==> config.mk <==
export PLATFORM = sky130hd
export DESIGN_NAME = swsl_slave
export DESIGN_NICKNAME = d
export VERILOG_FILES = /design/src/inc/swsl_pkg.sv /design/src/hdl/swsl_slave.sv
export VERILOG_INCLUDE_DIRS = /design/src /design/src/inc
export SDC_FILE = /design/constraint.sdc
export NUM_CORES = 1
export LEC_CHECK = 0
export BUFFER_PORTS_ARGS = -buffer_cell sky130_fd_sc_hd__buf_2
export CORE_ASPECT_RATIO = 0.9
export CORE_MARGIN = 8
export CORE_UTILIZATION = 30
export DETAILED_ROUTE_END_ITERATION = 10
export HOLD_SLACK_MARGIN = 0.03
export PLACE_DENSITY = 0.59
export SLEW_MARGIN = 20
export SYNTH_ARGS = -nofsm -noshare
export SYNTH_HDL_FRONTEND = slang
export SYNTH_SLANG_ARGS = --single-unit
==> constraint.sdc <==
create_clock -name i_ref_clk -period 2.6 [get_ports i_ref_clk]
set_clock_uncertainty 0.05 [all_clocks]
set_input_delay 0.13 -clock i_ref_clk [delete_from_list [all_inputs] [get_ports i_ref_clk]]
set_output_delay 0.13 -clock i_ref_clk [all_outputs]
set_load 0.005 [all_outputs]
==> src/inc/swsl_params.svh <==
// constants for the single-wire slave front end: commands, timings, widths
`ifndef SWSL_PARAMS_SVH
`define SWSL_PARAMS_SVH

// clock rate in MHz, 10 ns period
`define SWSL_CLK_MHZ 100

// addressing command codes
`define SWSL_CMD_SKIP 8'hcc
`define SWSL_CMD_RESUME 8'ha5
`define SWSL_CMD_OD_SKIP 8'h3c
`define SWSL_CMD_OD_MATCH 8'h69
`define SWSL_CMD_MATCH 8'h55

// identifier length in bits
`define SWSL_ID_BITS 64

// reset low time thresholds in microseconds
`define SWSL_RST_EXIT_US 480
`define SWSL_RST_KEEP_US 80
`define SWSL_RST_DET_STD_US 240
`define SWSL_RST_DET_OD_US 48

// presence delay and presence low time in microseconds
`define SWSL_PDH_STD_US 30
`define SWSL_PDH_OD_US 3
`define SWSL_PDL_STD_US 120
`define SWSL_PDL_OD_US 12

// slot write sample point and read drive duration in microseconds
`define SWSL_SAMPLE_STD_US 30
`define SWSL_SAMPLE_OD_US 3
`define SWSL_DRIVE_STD_US 40
`define SWSL_DRIVE_OD_US 4

// microseconds to clock cycles (whole figures, no rounding needed)
`define SWSL_CYC(us) ((us) * `SWSL_CLK_MHZ)

// cycle counts
`define SWSL_RST_EXIT_CYC `SWSL_CYC(`SWSL_RST_EXIT_US)
`define SWSL_RST_KEEP_CYC `SWSL_CYC(`SWSL_RST_KEEP_US)
`define SWSL_RST_DET_STD_CYC `SWSL_CYC(`SWSL_RST_DET_STD_US)
`define SWSL_RST_DET_OD_CYC `SWSL_CYC(`SWSL_RST_DET_OD_US)
`define SWSL_PDH_STD_CYC `SWSL_CYC(`SWSL_PDH_STD_US)
`define SWSL_PDH_OD_CYC `SWSL_CYC(`SWSL_PDH_OD_US)
`define SWSL_PDL_STD_CYC `SWSL_CYC(`SWSL_PDL_STD_US)
`define SWSL_PDL_OD_CYC `SWSL_CYC(`SWSL_PDL_OD_US)
`define SWSL_SAMPLE_STD_CYC `SWSL_CYC(`SWSL_SAMPLE_STD_US)
`define SWSL_SAMPLE_OD_CYC `SWSL_CYC(`SWSL_SAMPLE_OD_US)
`define SWSL_DRIVE_STD_CYC `SWSL_CYC(`SWSL_DRIVE_STD_US)
`define SWSL_DRIVE_OD_CYC `SWSL_CYC(`SWSL_DRIVE_OD_US)

`endif

==> src/inc/swsl_pkg.sv <==
// types shared by the single-wire slave front end
package swsl_pkg;

  // sequencer states
  typedef enum logic [2:0] {
    SWSL_WAIT_RESET = 3'b000,
    SWSL_PRES_DELAY = 3'b001,
    SWSL_PRES_LOW = 3'b010,
    SWSL_ROM_CMD = 3'b011,
    SWSL_ID_MATCH = 3'b100,
    SWSL_DEV_PHASE = 3'b101
  } swsl_state_t;

  // received device-phase byte
  typedef struct packed {
    logic valid;
    logic [7:0] data;
  } swsl_rx_t;

  // one speed's timing set, in cycles
  typedef struct packed {
    logic [15:0] rst_det;
    logic [15:0] pres_delay;
    logic [15:0] pres_low;
    logic [15:0] sample;
    logic [15:0] drive;
  } swsl_timing_t;

endpackage

==> src/hdl/swsl_slave.sv <==
// single-wire bus slave front end: reset/presence, slots, addressing commands
`include "swsl_params.svh"

module swsl_slave #(
  parameter int unsigned RST_EXIT_CYC = `SWSL_RST_EXIT_CYC,
  parameter int unsigned RST_DET_STD_CYC = `SWSL_RST_DET_STD_CYC,
  parameter int unsigned PDL_STD_CYC = `SWSL_PDL_STD_CYC
) (
  input wire logic i_ref_clk,
  input wire logic i_rstn,
  input wire logic i_ce,
  input wire logic i_line,
  output logic o_line_out,
  output logic o_line_oe_n,
  input wire logic [63:0] i_rom_id,
  input wire logic i_tx_en,
  input wire logic i_tx_bit,
  output logic o_tx_taken,
  output swsl_pkg::swsl_rx_t o_rx,
  output logic o_dev_active,
  output logic o_fast_speed_flag,
  output logic o_resume_select_flag,
  output logic o_reset_seen
);
  import swsl_pkg::*;

  ////////////////////////////////////////////////////////////////////////////
  // state and next values

  swsl_state_t state;
  swsl_state_t next_state;
  logic fast_speed_flag;
  logic next_fast_speed_flag;
  logic fast_before;
  logic next_fast_before;
  logic resume_select_flag;
  logic next_resume_select_flag;
  logic od_match;
  logic next_od_match;
  logic id_miss;
  logic next_id_miss;
  logic line_q;
  logic [15:0] low_cnt;
  logic [15:0] next_low_cnt;
  logic [15:0] tmr;
  logic [15:0] next_tmr;
  logic slot_act;
  logic next_slot_act;
  logic [6:0] bit_cnt;
  logic [6:0] next_bit_cnt;
  logic [7:0] shreg;
  logic [7:0] next_shreg;
  logic drive_n;
  logic next_drive_n;
  logic tx_taken;
  logic next_tx_taken;
  swsl_rx_t rx;
  swsl_rx_t next_rx;
  logic reset_seen;
  logic next_reset_seen;

  swsl_timing_t tim;
  logic fall;
  logic rise;
  logic [7:0] byte_in;

  ////////////////////////////////////////////////////////////////////////////
  // timing set chosen by the fast flag

  // standard set unless fast flag is set
  always_comb begin
    if (fast_speed_flag) begin
      tim.rst_det = 16'(`SWSL_RST_DET_OD_CYC);
      tim.pres_delay = 16'(`SWSL_PDH_OD_CYC);
      tim.pres_low = 16'(`SWSL_PDL_OD_CYC);
      tim.sample = 16'(`SWSL_SAMPLE_OD_CYC);
      tim.drive = 16'(`SWSL_DRIVE_OD_CYC);
    end else begin
      tim.rst_det = 16'(RST_DET_STD_CYC);
      tim.pres_delay = 16'(`SWSL_PDH_STD_CYC);
      tim.pres_low = 16'(PDL_STD_CYC);
      tim.sample = 16'(`SWSL_SAMPLE_STD_CYC);
      tim.drive = 16'(`SWSL_DRIVE_STD_CYC);
    end
  end

  // edges of the line; our own presence pulse is not a slot edge
  assign fall = line_q && !i_line && state != SWSL_PRES_LOW;
  assign rise = !line_q && i_line;
  // incoming bit enters at the top, so bytes fill lsb first
  assign byte_in = {i_line, shreg[7:1]};

  ////////////////////////////////////////////////////////////////////////////
  // next-value logic for the whole sequencer

  always_comb begin
    next_state = state;
    next_fast_speed_flag = fast_speed_flag;
    next_fast_before = fast_before;
    next_resume_select_flag = resume_select_flag;
    next_od_match = od_match;
    next_id_miss = id_miss;
    next_tmr = tmr;
    next_slot_act = slot_act;
    next_bit_cnt = bit_cnt;
    next_shreg = shreg;
    next_drive_n = drive_n;
    next_tx_taken = 1'b0;
    next_rx.valid = 1'b0;
    next_rx.data = rx.data;
    next_reset_seen = 1'b0;
    // low time counter, saturating
    if (i_line) begin
      next_low_cnt = 16'h0000;
    end else if (low_cnt != 16'hffff) begin
      next_low_cnt = low_cnt + 16'h0001;
    end else begin
      next_low_cnt = low_cnt;
    end

    // slot timer: sample point and read drive end
    if (slot_act) begin
      next_tmr = tmr + 16'h0001;
      if (tmr == tim.drive) begin
        next_slot_act = 1'b0;
        next_drive_n = 1'b1;
      end
      if (tmr == tim.sample) begin
        next_shreg = byte_in;
        next_bit_cnt = bit_cnt + 7'h01;
        case (state)
          SWSL_ROM_CMD: begin
            if (bit_cnt[2:0] == 3'h7) begin
              next_bit_cnt = 7'h00;
              case (byte_in)
                `SWSL_CMD_SKIP: begin
                  next_state = SWSL_DEV_PHASE;
                  next_resume_select_flag = 1'b0;
                end
                `SWSL_CMD_RESUME: begin
                  if (resume_select_flag) begin
                    next_state = SWSL_DEV_PHASE;
                  end else begin
                    next_state = SWSL_WAIT_RESET;
                  end
                end
                `SWSL_CMD_OD_SKIP: begin
                  next_fast_speed_flag = 1'b1;
                  next_resume_select_flag = 1'b0;
                  next_state = SWSL_DEV_PHASE;
                end
                `SWSL_CMD_OD_MATCH: begin
                  next_fast_before = fast_speed_flag;
                  next_fast_speed_flag = 1'b1;
                  next_od_match = 1'b1;
                  next_id_miss = 1'b0;
                  next_state = SWSL_ID_MATCH;
                end
                `SWSL_CMD_MATCH: begin
                  next_od_match = 1'b0;
                  next_id_miss = 1'b0;
                  next_state = SWSL_ID_MATCH;
                end
                default: begin
                  next_state = SWSL_WAIT_RESET;
                end
              endcase
            end
          end
          SWSL_ID_MATCH: begin
            // compare bit by bit, lsb of identifier first
            if (i_line != i_rom_id[bit_cnt[5:0]]) begin
              next_id_miss = 1'b1;
            end
            if (bit_cnt == 7'(`SWSL_ID_BITS - 1)) begin
              next_bit_cnt = 7'h00;
              if (!id_miss && i_line == i_rom_id[bit_cnt[5:0]]) begin
                next_resume_select_flag = 1'b1;
                next_state = SWSL_DEV_PHASE;
              end else begin
                next_resume_select_flag = 1'b0;
                next_state = SWSL_WAIT_RESET;
                if (od_match) begin
                  next_fast_speed_flag = fast_before;
                end
              end
            end
          end
          SWSL_DEV_PHASE: begin
            if (bit_cnt[2:0] == 3'h7) begin
              next_bit_cnt = 7'h00;
              next_rx.valid = 1'b1;
              next_rx.data = byte_in;
            end
          end
          default: begin
            next_bit_cnt = 7'h00;
          end
        endcase
      end
    end

    // a falling edge opens a slot
    if (fall) begin
      next_slot_act = 1'b1;
      next_tmr = 16'h0000;
      if (state == SWSL_DEV_PHASE && i_tx_en) begin
        next_tx_taken = 1'b1;
        next_drive_n = i_tx_bit;
      end
    end

    // presence sequence
    case (state)
      SWSL_PRES_DELAY: begin
        next_tmr = tmr + 16'h0001;
        if (tmr >= tim.pres_delay) begin
          next_tmr = 16'h0000;
          next_drive_n = 1'b0;
          next_state = SWSL_PRES_LOW;
        end
      end
      SWSL_PRES_LOW: begin
        next_tmr = tmr + 16'h0001;
        if (tmr >= tim.pres_low) begin
          next_drive_n = 1'b1;
          next_bit_cnt = 7'h00;
          next_state = SWSL_ROM_CMD;
        end
      end
      default: begin
      end
    endcase

    // a long low ends the transaction; its length sets the speed
    if (rise && state != SWSL_PRES_LOW && low_cnt >= tim.rst_det) begin
      next_reset_seen = 1'b1;
      next_state = SWSL_PRES_DELAY;
      next_tmr = 16'h0000;
      next_slot_act = 1'b0;
      next_drive_n = 1'b1;
      next_bit_cnt = 7'h00;
      if (low_cnt >= 16'(RST_EXIT_CYC)) begin
        next_fast_speed_flag = 1'b0;
      end else begin
        // at fast speed a short reset keeps the flag; the
        // 80-480us band is left to the master to avoid
        next_fast_speed_flag = fast_speed_flag;
      end
    end
  end

  ////////////////////////////////////////////////////////////////////////////
  // registers

  always_ff @(posedge i_ref_clk or negedge i_rstn) begin
    if (!i_rstn) begin
      state <= SWSL_WAIT_RESET;
      fast_speed_flag <= 1'b0;
      fast_before <= 1'b0;
      resume_select_flag <= 1'b0;
      od_match <= 1'b0;
      id_miss <= 1'b0;
      line_q <= 1'b1;
      low_cnt <= 16'h0000;
      tmr <= 16'h0000;
      slot_act <= 1'b0;
      bit_cnt <= 7'h00;
      shreg <= 8'h00;
      drive_n <= 1'b1;
      tx_taken <= 1'b0;
      rx <= '0;
      reset_seen <= 1'b0;
    end else if (i_ce) begin
      state <= next_state;
      fast_speed_flag <= next_fast_speed_flag;
      fast_before <= next_fast_before;
      resume_select_flag <= next_resume_select_flag;
      od_match <= next_od_match;
      id_miss <= next_id_miss;
      line_q <= i_line;
      low_cnt <= next_low_cnt;
      tmr <= next_tmr;
      slot_act <= next_slot_act;
      bit_cnt <= next_bit_cnt;
      shreg <= next_shreg;
      drive_n <= next_drive_n;
      tx_taken <= next_tx_taken;
      rx <= next_rx;
      reset_seen <= next_reset_seen;
    end
  end

  ////////////////////////////////////////////////////////////////////////////
  // outputs from flip-flops, except o_line_out which is tied to 0

  assign o_line_out = 1'b0;
  assign o_line_oe_n = drive_n;
  assign o_tx_taken = tx_taken;
  assign o_rx = rx;
  assign o_fast_speed_flag = fast_speed_flag;
  assign o_resume_select_flag = resume_select_flag;
  assign o_reset_seen = reset_seen;

  // device phase indicator
  always_ff @(posedge i_ref_clk or negedge i_rstn) begin
    if (!i_rstn) begin
      o_dev_active <= 1'b0;
    end else if (i_ce) begin
      o_dev_active <= (next_state == SWSL_DEV_PHASE);
    end
  end

endmodule

### Word level (Yosys, flattened, before mapping)

Cells that the tools add are included.
Widths: inputs -> output; s select.

* register bits after elaboration: 70
* bits in latches: 0
* bits in writable memories: 0
* memory bits (read-only): 0
* memories: 0

* add/subtract/negate cells: 3
* $mul: 0
* div/mod/pow operators: 0
* order comparisons: 5
* eq/ne operators: 30
* shift operators: 0
* mux-type cells: 69
* bitwise logic cells: 0
* reductions and logical operators: 30

Operators by type and width (count)
* $mux 16: 6
* $mux 79: 1
* $mux 7: 7
* $ge 16x16->1: 3
* $mux 9: 4
* $add 16x1->16 const B: 2
* $eq 16x16->1: 2
* $pmux 16 s2: 1
* $mux 1: 31
* $mux 3: 9
* $eq 8x7->1 const B: 2
* $eq 8x8->1 const B: 2
* $ge 16x16->1 const B: 1
* $ne 16x16->1 const B: 1
* $ne 3x3->1 const B: 5
* $pmux 7 s2: 1
* $reduce_and 7->1: 2
* $eq 3x3->1 const B: 4
* $pmux 3 s2: 2
* $reduce_and 6->1: 2
* $ne 2x2->1 const B: 5
* $pmux 1 s2: 5
* $reduce_and 10->1: 1
* $reduce_bool 2->1: 5
* other kinds (20): 33

### Longest topological paths before layout

Gate-level depths: netlist of run 1.

* depth after elaboration: 13
* mapped depth: 12
* depth with buffers taken out: 10

### Worst setup path after synthesis of run 1

Ideal clock, no wire load.

* path kind: flip-flop to flip-flop
* from: register fast_speed_flag, in the netlist o_fast_speed_flag
* to: register rx, in the netlist o_rx[4]
* library setup time: 0.128 ns
* arrival: 2.597 ns
* required time: 2.422 ns
* path slack: -0.174 ns
* cell stages (with the launch flop): 10
* path buffers: 1
* cells stage by stage: dfrtp_1 ha_1 nor4bb_1 nand4b_1 nor2_1 and2_1 buf_2 nand2_1 nor3_4 mux2_1

* word-level cells in the longest chain between the ends: 3

RTL lines
* from (decl): line swsl_slave.sv:32 `logic fast_speed_flag;`
* from (signal assigned): line swsl_slave.sv:276 `fast_speed_flag <= next_fast_speed_flag;`
* $mux 79: line swsl_slave.sv:72 `if (fast_speed_flag) begin`
* $eq 16x16->1: line swsl_slave.sv:128 `if (tmr == tim.sample) begin`
* $reduce_and 5->1 (no source line)
* to (signal assigned): line swsl_slave.sv:289 `rx <= next_rx;`
* to (decl): line swsl_slave.sv:57 `swsl_rx_t rx;`

No other way between the ends.
A chain may end at the register's enable or synchronous reset.

### Final worst setup path of run 1

* from: register fast_speed_flag, in the netlist o_fast_speed_flag
* to: register tmr[4]

* word-level cells in the longest chain between the ends: 5
* elaborated cells between the ends (all ways): 9
* classes of those cells: order compare (2); mux (4); reduce/logical (3)

RTL lines
* $mux 79 *: line swsl_slave.sv:72
* $ge 16x16->1 (on tied branches): line swsl_slave.sv:217, swsl_slave.sv:236
* $mux 16 or $logic_and 1x1->1 (tied branches): line swsl_slave.sv:217, swsl_slave.sv:236
* $pmux 16 s2 or $reduce_bool 5->1 (tied branches)
* $mux 16 or $reduce_and 2->1 (tied branches)
* to (signal assigned): line swsl_slave.sv:283 `tmr <= next_tmr;`
* to (decl): line swsl_slave.sv:45 `logic [15:0] tmr;`

Every way passes the cells marked *; elsewhere a longest branch is shown, timed or not.

==> results of run 1 <==
[worst max-delay path, stage by stage, from the launching register on]
cell,delay [ns]
dfrtp_2,0.51
buf_6,0.18
ha_1,0.31
a21o_1,0.19
a21oi_1,0.18
o21ai_2,0.11
a31oi_4,0.19
o211ai_1,0.21
buf_4,0.20
or4_1,0.49
nand3_1,0.09
[timing repair]
item,4_1_cts,5_1_grt
hold buffers,1,0
cloned,1,0
setup endpoints to repair,28,39
pin swaps,16,13
buffers inserted,10,2
resized for setup,46,27
hold endpoints to repair,26,0
[cells in the final DEF (no fill, tap or decap), drive strengths merged, types with 5 or more instances in the layout]
master / Yosys / routed
xnor2: 6 / 6
and3: 9 / 9
mux4: 14 / 14
buf: 11 / 148
mux2: 14 / 14
mux2i: 13 / 13
a31oi: 7 / 7
nand2: 60 / 60
clkbuf: 11 / 10
nand4: 12 / 12
and2: 5 / 5
dfrtp: 67 / 67
o21ai: 49 / 49
nor3: 12 / 12
nand3b: 5 / 5
a21o: 6 / 6
a21oi: 20 / 20
o31ai: 8 / 8
xor2: 9 / 9
inv: 14 / 14
nand3: 30 / 30
nor2: 51 / 51
ha: 19 / 19
[through the flow]
| stage | total power, mW | setup slack (ns) |
|---|---|---|
| after floorplan | 1.51 | -0.0358 |
| after global placement | 1.72 | -0.0564 |
| after detailed placement | 1.73 | -0.179 |
| after CTS | 3.11 | -0.169 |
| after global routing | 3.25 | -0.283 |
| final | 3.09 | -0.176 |
[registers in the layout, summed over array words and instances, names as in the netlist, 3 cells and up]
| signal | cells |
|---|---|
| o_rx | 9 |
| state | 3 |
| low_cnt | 16 |
| tmr | 16 |
| bit_cnt | 7 |
| shreg | 7 |
[cell type report]
class	count	area (um2)
inverters	15	56.3
clock buffers	10	239
repair buffers	149	993
multi-input cells	406	3160
flip-flops and latches	69	1730
clock inverters	6	86.3
well taps	202	253
fillers	1538	8970
[final timing paths]
check,endpoint,slack [ns],cells after the start
worst max register to register,tmr[4],-0.18,10
worst min register to register,fast_before,0.43,1
max in group asynchronous,o_line_oe_n,1.36,3
worst max-delay path,tmr[4],-0.18,10
min in group asynchronous,tmr[1],0.36,2
worst min-delay path,o_line_oe_n,0.1,2
[per-layer routing]
layer | track usage | part of all wire | up-vias
met5 | 0 | 0 | -
met3 | 0.0307 | 0.050 | 17
met2 | 0.229 | 0.48 | 145
met4 | 0.0482 | 0.019 | 0
li1 | - | - | 2169
met1 | 0.190 | 0.45 | 2246
[cells by family (layout without fill, tap and decap cells)]
logic type,after synthesis,after routing
xor+xnor,15,15
fa+ha+maj,19,19
other cells,1,1
simple gates,209,209
compound gates,121,121
mux,41,41
flops,69,69
buf+inv,37,180
[power by group]
group	switching [mW]	total [mW]	internal [mW]
Clock	0.469	1.33	0.863
Sequential	0.0738	1.21	1.14
Combinational	0.303	0.550	0.247
==> summary.txt, run 1 <==
STA
  – Setup TNS: -1.62 ns
  – Final setup violation count: 25
  – Final max-slew violation count: 0
  – Hold_ws: 0.0986 ns
  – Slew @ Worst Pin: 0.740 ns
  – Tcrit/Tclk final: 1.07
  – Fin crit period: 2.78 ns
  – RSZ-0062 raised after global routing: yes
  – Final hold vios: 0
  – Worst Slack Setup Final: -0.176 ns
  – Fmax: 0.360 GHz
  – Slew margin rel.: 0.507

Layout
  – ANT cells: 0
  – Cell area after layout: 0.00652 mm2
  – Layout cells sized above 1: 0.363
  – Final #Nets: 739
  – Final std cells w/o fill: 857
  – Area Growth Syn to Fin: 36.3%
  – Fin util: 0.421

Synth
  – Number of synthesized flops with an enable pin: 0
  – Commonest cells post-synth: dfrtp_1 (67), nand2_1 (59), nor2_1 (51), nand3_1 (30), o21ai_1 (25)
  – Post-synth top flop: dfrtp_1
  – Post-Synth Simple-Gate Area: 0.221
  – Share of the synthesized area in the top cell type: 0.351
  – Most frequent cell after synthesis: dfrtp_1
  – Warnings, synthesis: 0
  – Post-Synth XOR/XNOR Area: 0.0275
  – Largest family of logic cells by synthesized area: simple AND/OR/NAND/NOR gates
  – Mean post-synth cell area: 9.34 um2
  – Syn_nets: 601
  – Adder-Cell Fraction of Synth Area: 0.0497
  – Yosys top cell by area: dfrtp_1
  – Top cells by area, synth: dfrtp_1 (35%), mux4_1 (6.6%), ha_1 (5.0%), nand2_1 (4.6%), nor2_1 (4.0%)
  – Synth Instances: 512
  – Mapped Area: 0.00478 mm2
  – Distinct cells, synth: 76
  – Post-synthesis compound-gate area fraction: 0.164
  – FF+latch count, synth: 69
  – Async SR Flop Fraction: 1.00
  – Post-synthesis mux area share: 0.135
  – Sequential share of the synthesized area: 0.361

Global route
  – Vias in the first global route: 4,699
  – First-pass GRT wire length: 23,800 um
  – Grt total ovfl: 0
  – Pin count of the biggest net entering global routing: 30
  – Initial antenna violation count: 0
  – Overall Global Routing Usage: 0.144

Critical path
  – Worst setup SP type: flop
  – CP startpoint: o_fast_speed_flag
  – Crit. End Element: flop
  – Worst EP arrival: 2.99 ns
  – Worst-path maximum fanout: 8
  – Crit Path Class: reg2reg
  – CP required: 2.82 ns
  – Critical R2R Launch: o_fast_speed_flag

Placement
  – Dpl cells: 827
  – # port buffers: 84
  – Final Wtd Congestion: 0.856
  – Final HPWL DP: 10,700 um
  – Dpl cell area: 0.00579 mm2

Clock tree
  – CTS clock-pin slew for the worst setup and hold paths: 0.06 ns
  – CTS tree: yes
  – Htree depth: 3
  – Sink Count: 69
  – Root buf cell: clkbuf_16
  – Clk buf depth: 2
  – CTS buffer count: 9
  – Worst-skew pair later-pin latency: 0.34 ns

Floorplan
  – Die Y: 136 um
  – Core area: 0.0155 mm2
  – Die Wd: 149 um
  – Die Area: 0.0202 mm2
  – I/O pin total: 86
  – # rows: 43
  – Initial core utilization: 0.309

Pwr
  – Leakage power total: 2.96 nW
  – Worst VDD drop: 0.281 mV
  – PwrDens: 475 mW/mm2

Drt
  – Vias post-DR: 4,577
  – Antenna Violating Nets Remaining: 0
  – Per-cell routed wire length: 16.9 um
  – Post-route DRC: 0
  – DR pass1 iterations: 5
  – Final wirelength: 14,500 um
  – Detail-routed via count per cell: 5.34
  – Starting DRC count in detailed routing: 307

Worst hold path
  – Startpoint of the worst hold path: i_ce
  – Min-delay worst type: in2reg

Run status
  – Status: finished, violations left
  – Failing checks: setup timing

Flow run
  – Max-cap violations: 0
Power figures use the tool's default switching activity.
==> run 2: changes to the inputs <==
Settings changed: GPL_TIMING_DRIVEN from default to 0.
==> run 2 against run 1 <==
The run still ends with setup timing left; critical path depth increased by 1; via count increased by 0.17%; non-clock buffer count increased by 9; power decreased by 5.4%; utilization increased by 1.7 points; clock-buffer cell count unchanged; setup slack got worse by 0.12 ns; largest cell class unchanged; largest power group is now sequential cells.
==> summary.txt, run 2 (same netlist as run 1, synthesis figures left out) <==
Layout
  – Area Growth Syn to Fin: 41.9%
  – Layout cells sized above 1: 0.387 (+0.0237)
  – Commonest non-fill, non-tap cell in the layout: buf_2
  – Cell area after layout: 0.00679 mm2 (+4.1%)
  – Commonest cells after routing, fill and taps aside: buf_2 (87), dfrtp_1 (65), nand2_1 (55)
  – ANT cells: 0 (unchanged)
  – Final #Nets: 748 (+1.2%)

Pwr
  – Sw Share: 0.303 (+0.0296)
  – PwrDens: 431 mW/mm2 (-9.1%)
  – Leakage power total: 3.01 nW (+1.7%)
  – Switching Power: 887 uW (+4.9%)
  – Flop pwr share: 0.415 (+0.023)
  – Logic pwr share: 0.195 (+0.017)
  – Worst VDD drop: 0.298 mV (+6.2%)
  – Clk pwr share: 0.390 (-0.041)
  – Internal: 2.04 mW (-9.2%)

Critical path
  – Worst EP arrival: 3.06 ns (+0.07 ns)
  – Critical R2R Launch: o_fast_speed_flag
  – Worst-path maximum fanout: 7 (-1)
  – Crit Path Class: reg2reg
  – Reg2Reg Depth: 11 (+1)
  – Worst setup SP type: flop
  – CP required: 2.76 ns (-0.06 ns)
  – Crit. End Element: flop
  – CP startpoint: o_fast_speed_flag

STA
  – Hold_ws: 0.126 ns (+0.0272 ns)
  – Final hold vios: 0 (unchanged)
  – Final max-slew violation count: 0 (unchanged)
  – Fin crit period: 2.90 ns (+0.124 ns)
  – Worst Slack Setup Final: -0.300 ns (-0.124 ns)
  – Tcrit/Tclk final: 1.12 (+0.0478)
  – Slew @ Worst Pin: 0.593 ns (-0.147 ns)
  – Fmax: 0.345 GHz (-4.3%)
  – Slew margin rel.: 0.604 (+0.0970)
  – RSZ-0062 raised after global routing: yes
  – Final setup violation count: 34 (+36%)

Floorplan
  – Core area: 0.0155 mm2 (unchanged)
  – I/O pin total: 86 (unchanged)
  – Initial core utilization: 0.309 (unchanged)
  – Die Y: 136 um (unchanged)
  – Die Wd: 149 um (unchanged)
  – # rows: 43 (unchanged)
  – Die Area: 0.0202 mm2 (unchanged)

Run status
  – Failing checks: setup timing
  – Status: finished, violations left

Drt
  – DR pass1 iterations: 5 (unchanged)
  – Vias post-DR: 4,585 (+0.17%)
  – Final wirelength: 14,800 um (+2.1%)
  – Starting DRC count in detailed routing: 289 (-5.9%)
  – Post-route DRC: 0 (unchanged)
  – Antenna Violating Nets Remaining: 0 (unchanged)
  – Detail-routed via count per cell: 5.29 (-0.87%)
  – Per-cell routed wire length: 17.1 um (+1.0%)

Clock tree
  – Sink Count: 69 (unchanged)
  – CTS tree: yes
  – Root buf cell: clkbuf_16
  – Worst-skew pair later-pin latency: 0.33 ns (about the same)
  – CTS buffer count: 9 (unchanged)
  – CTS clock-pin slew for the worst setup and hold paths: 0.06 ns (about the same)
  – Htree depth: 3 (unchanged)
  – Clk buf depth: 2 (unchanged)

Placement
  – Final Wtd Congestion: 0.808 (-5.6%)
  – Final HPWL DP: 9980 um (-6.9%)
  – Dpl cell area: 0.00555 mm2 (-4.2%)
  – # port buffers: 83 (-1.2%)

Global route
  – First-pass GRT wire length: 22,600 um (-4.9%)
  – Vias in the first global route: 4,544 (-3.3%)
  – Pin count of the biggest net entering global routing: 55 (+83%)
  – Overall Global Routing Usage: 0.137 (-0.00720)
  – Grt total ovfl: 0 (unchanged)
  – Initial antenna violation count: 0 (unchanged)

Worst hold path
  – Startpoint of the worst hold path: i_line
  – Min-delay worst type: in2reg
  – Hold Path Depth: 2 (unchanged)

Flow run
  – Max-cap violations: 0 (unchanged)
[run 2: path summary, 6_finish.rpt]
| check | to | slack (ns) |
|---|---|---|
| min reg2reg | o_rx[8] | 0.44 |
| min | o_rx[7] | 0.13 |
| max reg2reg | tmr[12] | -0.30 |
| max in group asynchronous | line_q | 1.74 |
| max | tmr[12] | -0.30 |
| min in group asynchronous | tmr[9] | 0.17 |
[run 2: layout make-up]
class                      instances  area (um2)
buffer                            20         153
sequential                        69        1730
clock inverter                     6        47.5
clock buffer                      10         229
fill                            1478        8710
tap                              202         253
inverter                          15        56.3
multi-input combinational        406        3340
timing repair buffer             138         981
[run 2: critical path, stage by stage (launching register included)]
cell	delay, ns
dfrtp_4	0.57
ha_4	0.30
nor4bb_4	0.30
nand4b_1	0.19
o211ai_1	0.41
a2111oi_4	0.15
o211ai_1	0.18
buf_4	0.19
buf_8	0.14
a31oi_1	0.04
o21ai_1	0.16
o31ai_1	0.09
[run 2: per-layer routing]
| metal | vias to the layer above | track usage | routed length [um] |
|---|---|---|---|
| met3 | 22 | 0.0247 | 538 |
| li1 | 2185 | - | - |
| met2 | 105 | 0.226 | 7460 |
| met5 | - | 0 | 0 |
| met1 | 2273 | 0.182 | 6610 |
| met4 | 0 | 0.0314 | 214 |
[run 2: power groups by stage]
stage	clock network [mW]	logic [mW]	registers, mW
after floorplan	0	0.299	1.21
after global placement	0	0.442	1.23
after detailed placement	0	0.461	1.23
after CTS	1.16	0.492	1.21
after global routing	1.22	0.630	1.22
final	1.14	0.571	1.21
[run 2: through the flow]
step | worst slack (ns) | util | cells | setup TNS (ns) | total power, mW
final | -0.300 | 0.438 | 866 | -6.00 | 2.93
after CTS | -0.214 | 0.410 | 850 | -3.27 | 2.87
after global routing | -0.427 | 0.438 | 866 | -9.96 | 3.07
after detailed placement | -0.529 | 0.358 | 798 | -12.92 | 1.69
after floorplan | -0.0358 | - | 512 | -0.214 | 1.51
after global placement | -0.470 | 0.356 | 797 | -11.85 | 1.67
[run 2: repair_timing]
action	in CTS	in global routing
setup endpoints to repair	46	39
gates cloned	2	1
hold buffers	1	0
hold endpoints to repair	68	0
pin swaps	15	36
buffers inserted	33	21
resized for setup	60	71
